### src/qbp_pkg.sv
// constants and carrier types for the five-port latch and pad control block
// assumes one 40 MHz oscillator clock and a synchronous active-high reset
package qbp_pkg;

	// ----------------------------------------------------------------
	// port geometry and special-function addresses
	// ----------------------------------------------------------------
	localparam int NPORT = 5;
	localparam int PW = 8;
	localparam int P4_W = 2;
	localparam logic [7:0] ADDR_PORT0 = 8'h80;
	localparam logic [7:0] ADDR_PORT1 = 8'h90;
	localparam logic [7:0] ADDR_PORT2 = 8'ha0;
	localparam logic [7:0] ADDR_PORT3 = 8'hb0;
	localparam logic [7:0] ADDR_PORT4 = 8'hc0;
	localparam logic [2:0] IDX_PORT0 = 3'h0;
	localparam logic [2:0] IDX_PORT1 = 3'h1;
	localparam logic [2:0] IDX_PORT2 = 3'h2;
	localparam logic [2:0] IDX_PORT3 = 3'h3;
	localparam logic [2:0] IDX_PORT4 = 3'h4;
	localparam logic [7:0] LATCH_RESET = 8'hff;
	localparam logic [7:0] PORT4_MASK = 8'h03;
	localparam logic [7:0] ZERO_BYTE = 8'h00;

	// ----------------------------------------------------------------
	// strong assist pull-up timing
	// ----------------------------------------------------------------
	localparam int OSC_PERIOD_NS = 25;
	localparam int CLK_PERIOD_NS = 25;
	localparam int STRONG_PU_OSC = 2;
	localparam int STRONG_PU_NS = STRONG_PU_OSC * OSC_PERIOD_NS;
	localparam int STRONG_PU_CYC_I = (STRONG_PU_NS >= CLK_PERIOD_NS) ?
		STRONG_PU_NS / CLK_PERIOD_NS : 1;
	localparam int CNT_W = 2;
	localparam logic [CNT_W-1:0] STRONG_PU_CYC = CNT_W'(STRONG_PU_CYC_I);
	localparam logic [CNT_W-1:0] CNT_ZERO = 2'h0;
	localparam logic [CNT_W-1:0] CNT_ONE = 2'h1;

	// ----------------------------------------------------------------
	// carriers
	// ----------------------------------------------------------------
	typedef struct packed {
		logic [7:0] addr;
		logic [7:0] wdata;
		logic wr;
		logic bit_wr;
		logic [2:0] bit_sel;
		logic bit_val;
		logic rd_latch;
		logic rd_pin;
		logic rmw;
	} qbp_cpu_req_t;

	typedef struct packed {
		logic active;
		logic narrow_addr;
		logic [7:0] addr_data_lo;
		logic [7:0] addr_hi;
	} qbp_bus_t;

	typedef struct packed {
		logic [7:0] pin_o;
		logic [7:0] pin_oe_n;
		logic [7:0] strong_assist_pullup;
		logic [7:0] keeper_pullup;
		logic [7:0] weak_pullup;
	} qbp_pad_t;

endpackage

### src/qbp_pad_ctl.sv
// pad driver control for one port: pin synchroniser, pull-up gating and
// the strong assist pull-up pulse on each zero-to-one output change
// assumes drv_val already holds the muxed output level for each line
`timescale 1ns/100ps
module qbp_pad_ctl import qbp_pkg::*; #(
	parameter int W = 8,
	parameter bit HAS_PULLUP = 1'b1,
	parameter bit BUS_ASSIST = 1'b0
) (
	input wire logic ref_clk,
	input wire logic sys_rst,
	input wire logic clk_en,
	input wire logic [W-1:0] drv_val,
	input wire logic bus_mode,
	input wire logic [W-1:0] analog_dis,
	input wire logic [W-1:0] pin_i,
	output logic [W-1:0] pin_sync,
	output qbp_pad_t pad
);

	// ----------------------------------------------------------------
	// pin synchroniser
	// ----------------------------------------------------------------
	logic [W-1:0] pin_meta;
	logic [W-1:0] drv_prev;
	logic [CNT_W-1:0] pu_cnt [W];
	logic [W-1:0] pulse_on;

	always_ff @(posedge ref_clk) begin
		if (sys_rst) begin
			pin_meta <= '1;
			pin_sync <= '1;
		end else if (clk_en) begin
			pin_meta <= pin_i;
			pin_sync <= pin_meta;
		end
	end

	// ----------------------------------------------------------------
	// strong assist pulse
	// ----------------------------------------------------------------
	always_ff @(posedge ref_clk) begin
		if (sys_rst) begin
			drv_prev <= '1;
			for (int i = 0; i < W; i++) begin
				pu_cnt[i] <= CNT_ZERO;
			end
		end else if (clk_en) begin
			drv_prev <= drv_val;
			for (int i = 0; i < W; i++) begin
				if (HAS_PULLUP && drv_val[i] && !drv_prev[i]) begin
					pu_cnt[i] <= STRONG_PU_CYC;
				end else if (pu_cnt[i] != CNT_ZERO) begin
					pu_cnt[i] <= pu_cnt[i] - CNT_ONE;
				end
			end
		end
	end

	// ----------------------------------------------------------------
	// pad drive and pull-up enables
	// ----------------------------------------------------------------
	always_comb begin
		pad = '0;
		pad.pin_oe_n = '1;
		for (int i = 0; i < W; i++) begin
			pulse_on[i] = (pu_cnt[i] != CNT_ZERO);
			pad.pin_o[i] = drv_val[i];
			if (HAS_PULLUP) begin
				pad.strong_assist_pullup[i] = pulse_on[i] ||
					(BUS_ASSIST && bus_mode && drv_val[i]);
				// analog lines lose the weak and keeper pull-ups, not the strong assist
				pad.weak_pullup[i] = drv_val[i] && !analog_dis[i];
				pad.keeper_pullup[i] = pin_sync[i] && drv_val[i] &&
					!analog_dis[i];
			end else begin
				// open drain outside bus cycles, input floats
				pad.strong_assist_pullup[i] = bus_mode && drv_val[i];
			end
			// a one with no assist turns the pull-down off: input state
			pad.pin_oe_n[i] = !(!drv_val[i] ||
				pad.strong_assist_pullup[i]);
		end
	end

endmodule

### src/qbp_port_latches.sv
// five port latches with latch/pin read paths and pad control
// assumes the cpu presents one strobe per cycle and pulses instr_begin
// at the start of every instruction
`timescale 1ns/100ps
module qbp_port_latches import qbp_pkg::*; (
	input wire logic ref_clk,
	input wire logic sys_rst,
	input wire logic clk_en,
	input wire qbp_cpu_req_t cpu_req,
	input wire logic instr_begin,
	output logic [7:0] sfr_rdata,
	output logic sfr_rvalid,
	output logic sfr_hit,
	input wire qbp_bus_t ext_bus,
	input wire logic [7:0] alt_out_port1,
	input wire logic [7:0] alt_out_port3,
	input wire logic [1:0] alt_out_port4,
	input wire logic [7:0] analog_sel_port1,
	input wire logic [NPORT-1:0][7:0] pin_i,
	output logic [NPORT-1:0][7:0] pin_sense,
	output qbp_pad_t [NPORT-1:0] pad
);

	// ----------------------------------------------------------------
	// helpers
	// ----------------------------------------------------------------
	function automatic logic [3:0] decode_port(input logic [7:0] a);
		logic [3:0] r;
		r = {1'b0, IDX_PORT0};
		unique case (a)
			ADDR_PORT0: r = {1'b1, IDX_PORT0};
			ADDR_PORT1: r = {1'b1, IDX_PORT1};
			ADDR_PORT2: r = {1'b1, IDX_PORT2};
			ADDR_PORT3: r = {1'b1, IDX_PORT3};
			ADDR_PORT4: r = {1'b1, IDX_PORT4};
			default: r = {1'b0, IDX_PORT0};
		endcase
		return r;
	endfunction

	function automatic logic [7:0] width_mask(input logic [2:0] idx);
		return (idx == IDX_PORT4) ? PORT4_MASK : LATCH_RESET;
	endfunction

	function automatic logic [7:0] merge_bit(input logic [7:0] cur,
		input logic [2:0] sel, input logic val);
		logic [7:0] r;
		r = cur;
		r[sel] = val;
		return r;
	endfunction

	// ----------------------------------------------------------------
	// address decode
	// ----------------------------------------------------------------
	logic [3:0] dec;
	logic hit;
	logic [2:0] idx;

	always_comb begin
		dec = decode_port(cpu_req.addr);
		hit = dec[3];
		idx = dec[2:0];
	end

	assign sfr_hit = hit;

	// ----------------------------------------------------------------
	// port latches
	// ----------------------------------------------------------------
	logic [7:0] latch [NPORT];
	logic [7:0] next_latch;

	always_comb begin
		next_latch = latch[idx];
		if (cpu_req.bit_wr) begin
			// whole byte from the latch, one bit altered
			next_latch = merge_bit(latch[idx], cpu_req.bit_sel,
				cpu_req.bit_val);
		end else begin
			next_latch = cpu_req.wdata;
		end
		next_latch = next_latch & width_mask(idx);
	end

	always_ff @(posedge ref_clk) begin
		if (sys_rst) begin
			for (int p = 0; p < NPORT; p++) begin
				// port 4 keeps only its two implemented bits
				latch[p] <= LATCH_RESET & width_mask(3'(p));
			end
		end else if (clk_en) begin
			if (hit && (cpu_req.wr || cpu_req.bit_wr)) begin
				latch[idx] <= next_latch;
			end
		end
	end

	// ----------------------------------------------------------------
	// output stage registers, loaded at the next instruction start
	// ----------------------------------------------------------------
	logic [7:0] drv_q [NPORT];

	always_ff @(posedge ref_clk) begin
		if (sys_rst) begin
			for (int p = 0; p < NPORT; p++) begin
				drv_q[p] <= LATCH_RESET & width_mask(3'(p));
			end
		end else if (clk_en) begin
			if (instr_begin) begin
				for (int p = 0; p < NPORT; p++) begin
					drv_q[p] <= latch[p];
				end
			end
		end
	end

	// ----------------------------------------------------------------
	// read paths
	// ----------------------------------------------------------------
	logic [NPORT-1:0][7:0] sense;
	logic use_latch;

	always_comb begin
		// read-modify-write goes to the latch, plain reads to the pins
		use_latch = cpu_req.rd_latch || (cpu_req.rd_pin && cpu_req.rmw);
	end

	always_ff @(posedge ref_clk) begin
		if (sys_rst) begin
			sfr_rdata <= ZERO_BYTE;
			sfr_rvalid <= 1'b0;
		end else if (clk_en) begin
			sfr_rvalid <= hit && (cpu_req.rd_latch || cpu_req.rd_pin);
			if (hit && use_latch) begin
				sfr_rdata <= latch[idx];
			end else if (hit && cpu_req.rd_pin) begin
				sfr_rdata <= sense[idx] & width_mask(idx);
			end
		end
	end

	assign pin_sense = sense;

	// ----------------------------------------------------------------
	// output-driver muxing
	// ----------------------------------------------------------------
	logic [NPORT-1:0][7:0] drv_val;
	logic [NPORT-1:0][7:0] analog_dis;

	always_comb begin
		drv_val = '0;
		analog_dis = '0;
		if (ext_bus.active) begin
			drv_val[IDX_PORT0] = ext_bus.addr_data_lo;
		end else begin
			drv_val[IDX_PORT0] = drv_q[IDX_PORT0];
		end
		if (ext_bus.active && !ext_bus.narrow_addr) begin
			drv_val[IDX_PORT2] = ext_bus.addr_hi;
		end else begin
			drv_val[IDX_PORT2] = drv_q[IDX_PORT2];
		end
		// the alternate output can only pull low a latch that is one
		drv_val[IDX_PORT1] = drv_q[IDX_PORT1] & alt_out_port1;
		drv_val[IDX_PORT3] = drv_q[IDX_PORT3] & alt_out_port3;
		drv_val[IDX_PORT4] = drv_q[IDX_PORT4] &
			{6'h00, alt_out_port4};
		analog_dis[IDX_PORT1] = analog_sel_port1;
	end

	// ----------------------------------------------------------------
	// pad control per port
	// ----------------------------------------------------------------
	for (genvar g = 0; g < NPORT; g++) begin : g_pad
		localparam int GW = (g == int'(IDX_PORT4)) ? P4_W : PW;
		logic [GW-1:0] sync_w;

		qbp_pad_ctl #(
			.W(GW),
			.HAS_PULLUP(g != int'(IDX_PORT0)),
			.BUS_ASSIST(g == int'(IDX_PORT2))
		) u_pad (
			.ref_clk(ref_clk),
			.sys_rst(sys_rst),
			.clk_en(clk_en),
			.drv_val(drv_val[g][GW-1:0]),
			.bus_mode(ext_bus.active),
			.analog_dis(analog_dis[g][GW-1:0]),
			.pin_i(pin_i[g][GW-1:0]),
			.pin_sync(sync_w),
			.pad(pad[g])
		);

		if (GW < PW) begin : g_narrow
			assign sense[g] = {{(PW-GW){1'b0}}, sync_w};
		end else begin : g_full
			assign sense[g] = sync_w;
		end
	end

endmodule

### config.mk
export PLATFORM = sky130hd
export DESIGN_NAME = qbp_port_latches
export DESIGN_NICKNAME = d
export VERILOG_FILES = /design/src/qbp_pkg.sv /design/src/qbp_pad_ctl.sv /design/src/qbp_port_latches.sv
export SDC_FILE = /design/constraint.sdc
export NUM_CORES = 1
export LEC_CHECK = 0
export ABC_AREA = 1
export ABC_CLOCK_PERIOD_IN_PS = 3620
export BUFFER_PORTS_ARGS = -buffer_cell sky130_fd_sc_hd__buf_4
export CORE_UTILIZATION = 35
export DETAILED_ROUTE_END_ITERATION = 8
export PLACE_DENSITY = 0.64
export RECOVER_POWER = 100
export SLEW_MARGIN = 20
export SYNTH_ARGS = -nofsm -noshare
export SYNTH_HDL_FRONTEND = slang
export SYNTH_HIERARCHICAL = 1
export SYNTH_SLANG_ARGS = --single-unit
### constraint.sdc
create_clock -name ref_clk -period 3.62 [get_ports ref_clk]
set_clock_uncertainty 0.15 [all_clocks]
set_input_delay 0.181 -clock ref_clk [delete_from_list [all_inputs] [get_ports ref_clk]]
set_output_delay 0.181 -clock ref_clk [all_outputs]
set_load 0.03 [all_outputs]
==> flow_metrics.env <==
export IMPL_layout_common_cells="nand2_1 (421), inv_1 (261), clkbuf_1 (191)"
export IMPL_hold_path_class="in2reg"
export IMPL_ys_warn_count=6
export IMPL_routedWlPerCell_um=14.68
export IMPL_critPathMaxStageDelay_ns=1.26
export IMPL_combinationalPowerShare_pct=18.9
export IMPL_regToRegStartpoint="latch[0][6]"
export IMPL_gp_congestion=0.8993
export IMPL_holdWs_ns=0.03260
export IMPL_synth_seq_cells=229
export IMPL_rsz0062_at_grt="no"
export IMPL_p_leak_nw=7.405
export IMPL_yosysUniqueCellTypes=39
export IMPL_path_delay_family="simple AND/OR/NAND/NOR gates"
export IMPL_crit_fanout=17
export IMPL_drive_gt1_share_pct=11.11
export IMPL_max_freq_mhz=345.5
export IMPL_peakVddDrop_mv=0.3074
export IMPL_htree_levels=1
export IMPL_avgViaCountPerCell=4.513
export IMPL_crit_required_ns=3.60
export IMPL_area_growth_pct=22.85
export IMPL_die_area_mm2=0.03674
export IMPL_crit_path_frequent_cell="nor2_1"
export IMPL_p_sw_mw=2.061
export IMPL_postSynthCellCount=1575
export IMPL_power_frac_seq_pct=43.4
export IMPL_clockPowerShare_pct=37.7
export IMPL_period_minus_slack_ns=2.895
export IMPL_numCtsBuffers=26
export IMPL_setup_violations=0
export IMPL_ys_seq_area_share_pct=46.42
export IMPL_nFillCells=3741
export IMPL_clkTransAtPathRegs_ns=0.06
export IMPL_postSynthAreaPerCell_um2=7.996
export IMPL_ioPinCount=363
export IMPL_routed_wl_um=35360
export IMPL_power_total_mw=6.888
export IMPL_clockBufferDepth=3
export IMPL_vias=10870
export IMPL_p_per_area_mw_per_mm2=445.2
export IMPL_die_y_um=191.7
export IMPL_critical_path_endpoint_type="register"
export IMPL_grt_max_degree=57
export IMPL_worstSetupStartpointType="primary input"
export IMPL_antenna_found_initial=2
export IMPL_grt_pass1_vias=10050
export IMPL_gr_total_overflow=0
export IMPL_tns_ns=0
export IMPL_floorplan_initialDensity_pct=35.49
export IMPL_ctsRootBufferMaster="clkbuf_16"
export IMPL_dpl_hpwl_um=26510
export IMPL_clock_latency_ns=0.53
export IMPL_tritoncts="yes"
export IMPL_final_cells=2408
export IMPL_layout_nets=2064
export IMPL_outcome="finished with violations"
export IMPL_dp_cells=2299
export IMPL_crit_path_start="cpu_req[18]"
export IMPL_critPathBufInv=2
export IMPL_grt_total_usage_pct=18.67
export IMPL_tightest_slew_ns=1.710
export IMPL_die_w_um=191.7
export IMPL_cts_setup_buffers=0
export IMPL_antenna_left=0
export IMPL_portBuffers=304
export IMPL_core_mm2=0.03548
export IMPL_swShare_pct=29.93
export IMPL_cts_sinks=229
export IMPL_critPathKind="in2reg"
export IMPL_dr_pass1_iters=5
export IMPL_crit_chain="clkbuf_4, nor2_1, nand2_1, nor2_1, nor2_8, inv_1, o21ai_0"
export IMPL_layout_commonest_cell="nand2_1"
export IMPL_p_int_mw=4.827
export IMPL_drv_cap=2
export IMPL_drtIter0Drc=813
export IMPL_period_share_pct=79.96
export IMPL_drv_slew=11
export IMPL_min_delay_start="alt_out_port1[4]"
export IMPL_grt_pass1_wl_um=53300
export IMPL_syn_cell_area_mm2=0.01259
export IMPL_cp_arrival_ns=2.87
export IMPL_drcViolationCount=0
export IMPL_violations="capacitance limit, slew limit"
export IMPL_max_slew_margin_pct=-15.22
export IMPL_finalHoldViolCount=0
export IMPL_rows=69
export IMPL_crit_slowest_cell="nor2_1"
export IMPL_post_route_util_pct=43.60
## through the flow
stage                     setup slack [ns]  area [um2]
after floorplan                     0.3120       12930
after global placement              0.7560       14890
after detailed placement            0.6938       14890
after CTS                           0.9293       16330
after global routing                0.4916       15470
final                               0.7255       15470
## worst paths after layout
| kind | slack [ns] | to | cells past startpoint |
|---|---|---|---|
| setup / recovery | 0.73 | latch[1][4] | 7 |
| hold / removal | 0.03 | g_pad[1].u_pad/drv_prev[4] | 5 |
| setup reg to reg | 1.88 | latch[1][6] | 6 |
| hold reg to reg | 0.31 | g_pad[0].u_pad/pin_meta[7] | 2 |
## layout make-up
cell class	instances	area (um2)	share of cell area, %
Clock inverter	8	40.04	0.2588
Clock buffer	40	815.8	5.273
Tap cell	461	576.8	3.728
Multi-Input combinational cell	1028	4926	31.84
Sequential cell	229	5846	37.78
Inverter	270	1020	6.591
Timing Repair Buffer	370	2242	14.49
Antenna cell	2	5.005	0.03235
## tightest hold or removal path: stages
cell and delay, ns:
buf_4 0.11, nand2_1 0.07, inv_1 0.08, inv_1 0.13
o211ai_1 0.09
## cells in the mapped netlist (all sizes together)
library cell    n  area, um2
a21oi          23      126.4
buf           125      917.1
clkbuf         13      51.30
conb            4      15.01
dfxtp         103       2062
edfxtp        126       3784
ha             26      325.3
inv           270       1023
mux2           16      180.2
nand2         436       1717
nand3         136      748.2
nand3b          5      37.54
nand4          16      100.1
nor2          147      655.6
nor3           19      135.1
o211ai         42      340.3
o21ai          63      326.6
o21bai          5      48.80
## sequential cells by signal, summed over array words and instances (netlist names)
signal,flops
g_pad.u_pad/pin_sync,34
g_pad.u_pad/drv_prev,26
latch,40
g_pad.u_pad/pin_meta,34
sfr_rvalid,1
g_pad.u_pad/pu_cnt,52
sfr_rdata,8
drv_q,34
## power by group through the flow
stage	logic, mW	clock network (mW)	registers [mW]
3_3_place_gp	1.37	0	3.04
2_1_floorplan	0.953	0	3.06
3_5_place_dp	1.40	0	3.04
4_1_cts	1.45	2.67	2.99
5_1_grt	1.44	2.77	3.00
6_report	1.30	2.60	2.99
## repair_timing
item / in CTS / in global routing
hold buffers: 58 / 0
gates resized for setup: 0 / 0
setup endpoints to repair: 0 / 0
endpoints found under the hold margin: 71 / 0
## logic make-up after synthesis
group                      Yosys count  share of synthesized area, %
and+or+nand+nor                    759                         26.94
buffers and inverters              408                         15.82
DFF                                229                         46.42
AOI/OAI and AO/OA                  133                         6.687
adders and majority gates           26                         2.583
muxes                               16                         1.431
other                                4                        0.1192
## metal layers
metal  track usage (%)  wire, um  vias up
li1                  -         -     5512
met3             2.741      1796       65
met2             32.05     17050      292
met4             6.593      1162        0
met1             23.73     15350     4998
met5                 0         0        -
Note: power is estimated with default switching activity, not from simulation.
